--- src/freeze_pad_defines.svh ---
`ifndef FREEZE_PAD_DEFINES_SVH
`define FREEZE_PAD_DEFINES_SVH

// ----------------------------------------
// Reset values
// ----------------------------------------
`define HELD_VALUE_RESET 1'b0
`define FROZEN_RESET 1'b0
`define CORE_IN_RESET 1'b1

// ----------------------------------------
// Default widths
// ----------------------------------------
`define PIN_COUNT_DEFAULT 8

`endif

--- src/freeze_pad_pkg.sv ---
package freeze_pad_pkg;
  // Pad behaviour: normal while running, else the mode used while frozen
  typedef enum logic [1:0] {
    PAD_NORMAL,
    PAD_TRISTATE,
    PAD_WEAK_PULL,
    PAD_WEAK_HOLD
  } pad_mode_e;
  // Freeze sequencing state
  typedef enum logic [1:0] {
    ST_RUN,
    ST_FROZEN
  } freeze_state_e;
endpackage

--- src/freeze_pin_cell.sv ---
`timescale 1ns/1ps
`default_nettype none
`include "freeze_pad_defines.svh"

// ----------------------------------------
// One pad: combinational decode of freeze behaviour
// ----------------------------------------
module freeze_pin_cell
  import freeze_pad_pkg::*;
(
  input wire logic frozen,
  input wire logic hold_en,
  input wire logic pull_en,
  input wire logic pull_up,
  input wire logic is_output,
  input wire logic is_bidir,
  input wire logic core_oe,
  input wire logic held_value,
  output logic out_mode_weak,
  output logic [1:0] pad_mode
);
  logic drives;

  // Bidir follows input table when its enable is low
  always_comb begin
    drives = is_bidir ? core_oe : is_output; // RULE_11
    out_mode_weak = drives & hold_en;
    if (!frozen) begin
      pad_mode = PAD_NORMAL;
    end else if (drives && hold_en) begin
      pad_mode = PAD_WEAK_HOLD; // RULE_02 RULE_10
    end else if (pull_en) begin
      pad_mode = PAD_WEAK_PULL; // RULE_05 RULE_07
    end else begin
      pad_mode = PAD_TRISTATE; // RULE_06 RULE_07
    end
  end
endmodule
`default_nettype wire

--- src/freeze_mode_pad_state.sv ---
`timescale 1ns/1ps
`default_nettype none
`include "freeze_pad_defines.svh"

// Summary of operation
// (RULE_01) Each pin picks hold, weak pull or tristate for freeze independently.
// (RULE_02) Held output keeps last registered value using a weak pull that way.
// (RULE_03) Held input keeps last pad value sampled before freeze entry.
// (RULE_04) Pad activity during freeze never changes a held core value.
// (RULE_05) Pull without hold shows the configured pull throughout freeze.
// (RULE_06) No hold and no pull tristates the pad; core input reads high.
// (RULE_07) Input pad shows pull if enabled, else tristate, regardless of hold.
// (RULE_08) Held input drives core with pin value at freeze entry.
// (RULE_09) Unheld input drives core high for the whole freeze.
// (RULE_10) Held output pulls weakly to held state; else pull or tristate.
// (RULE_11) Bidir acts as input when enable low, output when high.
// (RULE_12) Bidir output with hold gives core input the held state too.
// (RULE_13) Freeze request must be actively driven, never weakly pulled.
// (RULE_14) Per-pin settings are static and unchanged during freeze.
module freeze_mode_pad_state
  import freeze_pad_pkg::*;
#(
  parameter int PIN_COUNT = `PIN_COUNT_DEFAULT
) (
  input wire logic clk,
  input wire logic reset_n,
  input wire logic freeze_request_pin,
  input wire logic [PIN_COUNT-1:0] hold_en,
  input wire logic [PIN_COUNT-1:0] pull_en,
  input wire logic [PIN_COUNT-1:0] pull_up,
  input wire logic [PIN_COUNT-1:0] is_output,
  input wire logic [PIN_COUNT-1:0] is_bidir,
  input wire logic [PIN_COUNT-1:0] core_out,
  input wire logic [PIN_COUNT-1:0] core_oe,
  input wire logic [PIN_COUNT-1:0] pad_in,
  output logic [PIN_COUNT-1:0] core_in,
  output logic [PIN_COUNT-1:0] pad_out,
  output logic [PIN_COUNT-1:0] pad_oe,
  output logic [PIN_COUNT-1:0] pad_pull_en,
  output logic [PIN_COUNT-1:0] pad_pull_up,
  output logic frozen
);
  // ----------------------------------------
  // Elaboration checks
  // ----------------------------------------
  if (PIN_COUNT < 1 || PIN_COUNT > 1024) begin : g_bad_count
    $error("PIN_COUNT out of range");
  end

  typedef struct packed {
    freeze_state_e state;
    logic frozen;
    logic [PIN_COUNT-1:0] held;
    logic [PIN_COUNT-1:0] core_in;
    logic [PIN_COUNT-1:0] pad_out;
    logic [PIN_COUNT-1:0] pad_oe;
    logic [PIN_COUNT-1:0] pull_en;
    logic [PIN_COUNT-1:0] pull_up;
  } state_s;

  state_s cur;
  state_s next_cur;
  logic [PIN_COUNT-1:0] weak_out;
  logic [1:0] mode [PIN_COUNT];
  logic entering;
  logic [PIN_COUNT-1:0] drives;

  // A bidir pin obeys its enable; its output flag is then ignored
  function automatic logic [PIN_COUNT-1:0] drive_mask(
    input logic [PIN_COUNT-1:0] out_pin,
    input logic [PIN_COUNT-1:0] bidir,
    input logic [PIN_COUNT-1:0] oe
  );
    return (bidir & oe) | (~bidir & out_pin);
  endfunction

  // Pads the core drives right now
  assign drives = drive_mask(is_output, is_bidir, core_oe); // RULE_11

  // ----------------------------------------
  // Per-pin decode
  // ----------------------------------------
  // Settings are assumed static, so the decode needs no capture
  for (genvar i = 0; i < PIN_COUNT; i++) begin : g_pin // RULE_01 RULE_14
    freeze_pin_cell u_cell (
      .frozen(cur.state == ST_FROZEN),
      .hold_en(hold_en[i]),
      .pull_en(pull_en[i]),
      .pull_up(pull_up[i]),
      .is_output(is_output[i]),
      .is_bidir(is_bidir[i]),
      .core_oe(core_oe[i]),
      .held_value(cur.held[i]),
      .out_mode_weak(weak_out[i]),
      .pad_mode(mode[i])
    );
  end

  // ----------------------------------------
  // Next state
  // ----------------------------------------
  // Request is treated as a driven level; no filter for a floating pin
  always_comb begin
    next_cur = cur;
    entering = (cur.state == ST_RUN) && freeze_request_pin; // RULE_13
    case (cur.state)
      ST_RUN: begin
        if (freeze_request_pin) begin
          next_cur.state = ST_FROZEN;
        end
      end
      ST_FROZEN: begin
        if (!freeze_request_pin) begin
          next_cur.state = ST_RUN;
        end
      end
      default: next_cur.state = ST_RUN;
    endcase
    next_cur.frozen = (next_cur.state == ST_FROZEN);
    for (int i = 0; i < PIN_COUNT; i++) begin
      // Output pins remember driven value, inputs the pad value
      if (cur.state == ST_RUN) begin
        if (drives[i]) begin
          next_cur.held[i] = core_out[i]; // RULE_02
        end else begin
          next_cur.held[i] = pad_in[i]; // RULE_03 RULE_08
        end
      end
      // Frozen: held never updates from pad activity
      if (next_cur.state == ST_RUN) begin
        next_cur.core_in[i] = pad_in[i];
        next_cur.pad_out[i] = core_out[i];
        next_cur.pad_oe[i] = drives[i]; // RULE_11
        next_cur.pull_en[i] = pull_en[i];
        next_cur.pull_up[i] = pull_up[i];
      end else begin
        next_cur.pad_out[i] = 1'b0;
        next_cur.pad_oe[i] = 1'b0;
        if (entering) begin
          // First frozen cycle uses the freshly captured value
          next_cur.core_in[i] = hold_en[i] ? next_cur.held[i] : 1'b1; // RULE_08 RULE_09
          if (drives[i] && hold_en[i]) begin
            next_cur.pull_en[i] = 1'b1;
            next_cur.pull_up[i] = next_cur.held[i]; // RULE_10 RULE_12
          end else begin
            next_cur.pull_en[i] = pull_en[i];
            next_cur.pull_up[i] = pull_up[i];
          end
        end else begin
          next_cur.core_in[i] = hold_en[i] ? cur.held[i] : 1'b1; // RULE_04 RULE_06 RULE_09
          case (mode[i])
            PAD_WEAK_HOLD: begin
              next_cur.pull_en[i] = 1'b1;
              next_cur.pull_up[i] = cur.held[i]; // RULE_02 RULE_12
            end
            PAD_WEAK_PULL: begin
              next_cur.pull_en[i] = 1'b1;
              next_cur.pull_up[i] = pull_up[i]; // RULE_05 RULE_07
            end
            default: begin
              next_cur.pull_en[i] = 1'b0;
              next_cur.pull_up[i] = 1'b0; // RULE_06 RULE_07
            end
          endcase
        end
      end
    end
  end

  // ----------------------------------------
  // State register
  // ----------------------------------------
  always_ff @(posedge clk) begin
    if (!reset_n) begin
      cur.state <= ST_RUN;
      cur.frozen <= `FROZEN_RESET;
      cur.held <= {PIN_COUNT{`HELD_VALUE_RESET}};
      cur.core_in <= {PIN_COUNT{`CORE_IN_RESET}};
      cur.pad_out <= '0;
      cur.pad_oe <= '0;
      cur.pull_en <= '0;
      cur.pull_up <= '0;
    end else begin
      cur <= next_cur;
    end
  end

  // Outputs straight from flip-flops
  assign core_in = cur.core_in;
  assign pad_out = cur.pad_out;
  assign pad_oe = cur.pad_oe;
  assign pad_pull_en = cur.pull_en;
  assign pad_pull_up = cur.pull_up;
  assign frozen = cur.frozen;
endmodule
`default_nettype wire

--- config.mk ---
export PLATFORM = sky130hd
export DESIGN_NAME = freeze_mode_pad_state
export DESIGN_NICKNAME = d
export VERILOG_FILES = /design/src/freeze_pad_pkg.sv /design/src/freeze_pin_cell.sv /design/src/freeze_mode_pad_state.sv
export VERILOG_INCLUDE_DIRS = /design/src
export SDC_FILE = /design/constraint.sdc
export NUM_CORES = 1
export LEC_CHECK = 0
export ABC_AREA = 1
export BUFFER_PORTS_ARGS = -buffer_cell sky130_fd_sc_hd__buf_2
export CORE_MARGIN = 2
export CORE_UTILIZATION = 48
export DETAILED_ROUTE_END_ITERATION = 8
export GPL_ROUTABILITY_DRIVEN = 0
export PLACE_DENSITY_LB_ADDON = 0.05
export SLEW_MARGIN = 20
export SYNTH_ARGS = -nofsm -noshare
export SYNTH_HDL_FRONTEND = slang
export SYNTH_SLANG_ARGS = --single-unit
export TNS_END_PERCENT = 1
--- constraint.sdc ---
create_clock -name clk -period 1.54 [get_ports clk]
set_clock_uncertainty 0.1 [all_clocks]
set_input_delay 0.154 -clock clk [delete_from_list [all_inputs] [get_ports clk]]
set_output_delay 0.154 -clock clk [all_outputs]
set_load 0.05 [all_outputs]
==> results of run 1 <==
## per-stage QoR
| stage | worst slack, ns | std cells | hold slack [ns] | total power [mW] | area (um2) |
|---|---|---|---|---|---|
| 2_1_floorplan | 0.282 | 368 | 0.164 | 2.04 | 2570 |
| 3_3_place_gp | 0.138 | 505 | 0.267 | 2.17 | 2910 |
| 3_5_place_dp | 0.119 | 505 | 0.271 | 2.18 | 2910 |
| 4_1_cts | 0.109 | 528 | 0.000674 | 2.92 | 3150 |
| 5_1_grt | 0.0584 | 528 | 0.00817 | 3.03 | 3150 |
| 6_report | 0.210 | 528 | 0.00439 | 2.90 | 3150 |
## registers in the layout (all words and copies together), names as in the netlist
| name | count |
|---|---|
| pad_pull_up | 8 |
| cur | 10 |
| frozen | 1 |
| pad_out | 8 |
| pad_oe | 8 |
| core_in | 8 |
| pad_pull_en | 8 |
## cells in the mapped netlist (3+ instances only)
cell type | number | area [um2]
a22oi_1 | 4 | 30.0
inv_1 | 56 | 210
nand2_1 | 92 | 345
buf_4 | 43 | 323
nand4_1 | 4 | 25.0
a21oi_1 | 28 | 140
dfxtp_1 | 51 | 1020
o21ai_0 | 13 | 65.1
nor2_1 | 21 | 78.8
nand3_1 | 32 | 160
inv_2 | 3 | 11.3
o22ai_1 | 6 | 37.5
o211ai_1 | 4 | 30.0
## timing repair
action,in CTS,in global routing
hold endpoints to repair,17,0
hold buffers,17,0
setup endpoints to repair,0,3
resized for setup,0,1
## per-layer routing
layer	up-vias	track usage, %	part of all wire, %
met5	-	0	0
li1	1293	-	-
met1	1054	22.4	44
met3	13	3.88	4.8
met4	0	8.93	2.7
met2	70	39.1	49
## layout make-up
cell class	count	share of cell area, %
clock buffers	6	2.30
flip-flops and latches	51	32.5
repair buffers	131	24.5
multi-input cells	211	30.9
well taps	70	2.78
inverters	59	7.03
## report_power, final
part           total, mW  internal, mW  switching (mW)
combinational      0.744         0.240           0.504
clock              0.721         0.304           0.417
sequential          1.43          1.40          0.0304
total               2.90          1.95           0.952
## cells by family (layout without fill, tap and decap cells)
family,after synthesis,after routing,share of synthesized area [%]
compound gates,56,56,12.1
flops,51,51,39.7
buf+inv,106,196,22.4
simple gates,154,154,25.6
other cells,1,1,0.146
## worst min-delay path, delay by kind of cell
kind,cells,cell delay [ns]
compound gates,1,0.06
buf+inv,2,0.15
## worst paths after layout
| path | start | end | slack, ns | cells after the start |
|---|---|---|---|---|
| setup reg to reg | cur[50] | pad_pull_up[2] | 0.21 | 8 |
| setup / recovery | cur[50] | pad_pull_up[2] | 0.21 | 8 |
| hold / removal | pad_in[3] | core_in[3] | 0.004 | 3 |
| hold reg to reg | cur[41] | cur[41] | 0.40 | 2 |
==> metrics.md, run 1 <==
| Metric | Value |
|---|---|
| Most common cell after layout, fill and taps aside | buf_2 |
| Worst-Skew Late Latency | 0.30 ns |
| CP bufs+invs | 1 |
| Gate Count Post-Synth | 368 |
| Worst path most repeated cell | nand2_1 |
| Worst-path clk slew | 0.09 ns |
| Maximum number of pins on one net before global-route repair | 21 |
| CP max stage cell | dfxtp_2 |
| CP Cell Sequence | nor2_4 -> nand2_1 -> buf_4 -> o21ai_0 -> nand2_1 -> nand2_1 -> nand3_1 -> nand2_1 |
| Post-synth cell types | 22 |
| Final hold violations | 0 |
| Syn avg cell area | 6.99 um2 |
| Clk buf depth | 2 |
| Post-synth top flop | dfxtp_1 |
| Final slew viol count | 0 |
| Post-route setup TNS | 0 ns |
| TritonCTS Buffers | 5 |
| First-pass GRT wire length | 10100 um |
| Fill count | 537 |
| Antenna violations before repair | 0 |
| Post-Syn Nets | 435 |
| Routed via count | 2430 |
| Synth Cell Area | 2570 um2 |
| Multi-input logic area | 975 um2 |
| Yosys warns | 0 |
| Max incr delay on CP | 0.42 ns |
| NumNets Final | 526 |
| Crit-path max FO | 20 |
| Max VDD drop | 497 uV |
| Detailed Route WL | 6030 um |
| Drc violations | 0 |
| Pwr/cell area | 921 nW/um2 |
| Initial core utilization | 50.0% |
| Storage element area | 1020 um2 |
| Fraction of registers with async set/reset | 0% |
| Vias per cell | 4.60 |
| Crit path required time | 1.64 ns |
| Sequential fraction of the synthesis area | 39.7% |
| # clock sinks | 51 |
| Wirelength per Cell | 11.4 um |
| Total GRT Usage | 20.8% |
| Lkg Pwr | 1.75 nW |
| Diode count | 0 |
| Die Ht | 77.2 um |
| Die area | 5960 um2 |
| FF+latch count, synth | 51 |
| Detail Route Antenna Nets | 0 |
| Hold/Removal Path Class | in2reg |
| Row count | 26 |
| Final min period | 1.33 ns |
| Most frequent cells in the layout | buf_2 (107), nand2_1 (92), inv_1 (56) |
| Port-buffer cells | 107 |
| Initial DRT Pass Iterations | 4 |
| Setup violators final | 0 |
| Status | finished, final reports clean |
| Hpwl dp | 4390 um |
| Crit path kind | reg2reg |
| Top Family by Delay on Critical Path | flip-flops |
| Die Width | 77.2 um |
| Vias in the first global route | 2386 |
| H-tree Lvls | 2 |
| RSZ-0062 raised after global routing | no |
| Core box area | 5140 um2 |
| Worst setup SP type | flip-flop |
| CTS tree | yes |
| Tcrit/Tclk final | 86.4% |
| Gr ovfl total | 0 |
| CP arrival | 1.43 ns |
| Root Buffer | clkbuf_8 |
| Final core utilization | 61.3% |
| Iteration-0 DRC Markers | 89 |
| Setup crit end kind | flip-flop |
| Ratio of cells with drive above 1 in the final layout | 27.9% |
| Max Cap Viol | 0 |
| Post-CTS setup buffers | 0 |
| # IOs | 108 |
| Fmax | 752 MHz |
| Number of synthesized flops with an enable pin | 0 |
| Area delta synth->final | 22.5% |
No activity file was read; power rests on OpenSTA's default activity.
==> run 2, diff against run 1 <==
CORE_UTILIZATION = 49   (was 48)
CTS_BUF_LIST = sky130_fd_sc_hd__clkbuf_8   (was default)
==> run 2 against run 1 <==
Net effect:
- die area fell by 1.9%
- hold slack gained 0.0021 ns
- cell count is 1.9% higher
- sequential share of layout area is 0.98 points lower
- design area up 3.0%
- clock power rose by 29%
- register-to-register slack worse by 0.097 ns
- sequential power about the same
- combinational power is 2% higher
- via count rose by 3.0%
- first-iteration DRC count is 56% higher
- global-route usage is 1.5 points higher
- largest power group unchanged
==> metrics.md, run 2 (synthesis results as in run 1) <==
| Metric | Value |
|---|---|
| Final min period | 1.43 ns (+0.0965 ns) |
| # IOs | 108 (unchanged) |
| Max reg flops | 10 (unchanged) |
| Reg2reg end | pad_pull_en[3] |
| Worst setup SP type | flip-flop |
| Wirelength per Cell | 11.4 um (-0.38%) |
| Reg2Reg Depth | 5 (-3) |
| Worst Setup EP | pad_pull_en[3] |
| Initial core utilization | 50.7% (+0.64 points) |
| Antenna violations before repair | 0 (unchanged) |
| Ratio of cells with drive above 1 in the final layout | 28.8% (+0.90 points) |
| Setup crit end kind | flip-flop |
| Crit path required time | 1.67 ns (+0.03 ns) |
| R2r setup slk | 0.11 ns (-0.10 ns) |
| Detail Route Antenna Nets | 0 (unchanged) |
| Largest reg by FF count | cur |
| Post-CTS Resized | 0 (unchanged) |
| Vias per cell | 4.65 (+1.1%) |
| Most common cell after layout, fill and taps aside | buf_2 |
| Root Buffer | clkbuf_8 |
| Clk buf depth | 2 (unchanged) |
| Diode count | 0 (unchanged) |
| Hpwl dp | 4520 um (+3.0%) |
| Finished Layout Cells | 538 (+1.9%) |
| Area delta synth->final | 26.1% |
| Placed cell area | 2930 um2 (+0.86%) |
| Reg2reg start | cur[50] |
| Crit path kind | reg2reg |
| Most frequent cells in the layout | buf_2 (107), nand2_1 (92), inv_1 (56) |
| Vias in the first global route | 2536 (+6.3%) |
| TritonCTS Buffers | 5 (unchanged) |
| CP arrival | 1.55 ns (+0.12 ns) |
| Detailed Route WL | 6120 um (+1.5%) |
| Routed via count | 2503 (+3.0%) |
| Iteration-0 DRC Markers | 139 (+56%) |
| Fin area | 3240 um2 (+3.0%) |
| First-pass GRT wire length | 10700 um (+6.2%) |
| Total power | 3.12 mW (+7.6%) |
| Row count | 26 (unchanged) |
| Maximum number of pins on one net before global-route repair | 18 (-14%) |
| Status | finished, final reports clean |
| Pwr/cell area | 962 nW/um2 (+4.5%) |
| Core box area | 5070 um2 (-1.3%) |
| Initial DRT Pass Iterations | 4 (unchanged) |
| Port-buffer cells | 107 (unchanged) |
| Dpl cells | 510 (+0.99%) |
| RSZ-0062 raised after global routing | yes |
| Worst Setup SP | cur[50] |
| Multi-input logic area | 975 um2 (unchanged) |
| Tcrit/Tclk final | 92.6% (+6.3 points) |
| Worst-Skew Late Latency | 0.31 ns (about the same) |
| Final slew viol count | 0 (unchanged) |
| Fill count | 483 (-10%) |
| Gr ovfl total | 0 (unchanged) |
| Max Cap Viol | 0 (unchanged) |
| Worst-path clk slew | 0.10 ns (about the same) |
| # clock sinks | 51 (unchanged) |
| Hold/Removal Path Class | in2reg |
| Drc violations | 0 (unchanged) |
| NumNets Final | 534 (+1.5%) |
| Storage element area | 1020 um2 (-0.12%) |
| Lkg Pwr | 1.80 nW (+3.1%) |
| Setup violators final | 0 (unchanged) |
| Die Width | 76.4 um (-0.97%) |
| Die Ht | 76.4 um (-0.97%) |
| Total GRT Usage | 22.3% (+1.5 points) |
| Max VDD drop | 565 uV (+14%) |
| Fmax | 701 MHz (-6.8%) |
| CTS tree | yes |
| H-tree Lvls | 2 (unchanged) |
| Final hold violations | 0 (unchanged) |
| Crit-path max FO | 8 (-60%) |
| Die area | 5840 um2 (-1.9%) |
-- run 2: changes by cell type in the layout (fill, tap and decap cells not counted) --
cell	change
buf_12	-1
buf_4	+6
dlygate4sd3_1	+3
dfxtp_1	+1
clkinv_4	+1
clkinv_2	+1
clkbuf_1	-1
bufinv_16	+1
dfxtp_2	-1
-- run 2: worst min-delay path by stage --
stage               start              to  slack (ns)  depth (start not counted)
2_1_floorplan  pull_up[3]  pad_pull_up[3]        0.16                          2
3_3_place_gp   pull_up[4]  pad_pull_up[4]        0.27                          3
3_5_place_dp   pull_up[4]  pad_pull_up[4]        0.27                          3
4_1_cts         pad_in[4]      core_in[4]       0.003                          3
5_1_grt        core_oe[6]       pad_oe[6]        0.02                          3
6_report        pad_in[4]      core_in[4]       0.006                          3
-- run 2: critical path, stage by stage, from the launching register on --
cell	delay [ns]
dfxtp_1	0.38
buf_4	0.16
nor3_4	0.20
buf_4	0.20
inv_1	0.14
o22ai_1	0.16
-- run 2: cell type report --
cell class                      instances  area share [%]
Clock buffer                            5            2.12
Clock inverter                          3            1.35
Inverter                               59            6.83
Multi-Input combinational cell        211            30.1
Sequential cell                        51            31.5
Tap cell                               70            2.70
Timing Repair Buffer                  139            25.5
-- run 2: repair_timing --
item                                   4_1_cts  5_1_grt
endpoints found under the hold margin       20        0
hold buffers                                20        0
setup endpoints to repair                    0        4
buffers inserted                             0        0
-- run 2: where the power goes --
part           total, mW  leakage [nW]  switching (mW)  internal, mW
registers           1.43         0.423          0.0305          1.40
logic              0.758          1.32           0.508         0.250
clock network      0.928        0.0581           0.444         0.484
total               3.12          1.80           0.982          2.14
-- run 2: layer usage --
layer | global-route usage, % | wire (um) | vias to the layer above
li1 | - | - | 1309
met1 | 25.1 | 2560 | 1085
met2 | 41.9 | 3090 | 100
met3 | 3.67 | 386 | 9
met4 | 8.36 | 91 | 0
met5 | 0 | 0 | -
-- run 2: metrics by stage --
step                      worst slack (ns)  TNS (ns)  hold slack, ns  util [%]
final                                0.114         0         0.00647      63.9
after global routing              -0.00811   -0.0127          0.0232      63.9
after CTS                            0.114         0         0.00309      63.9
after detailed placement             0.146         0           0.269      57.7
after global placement               0.141         0           0.272      57.7
after floorplan                      0.282         0           0.164         -
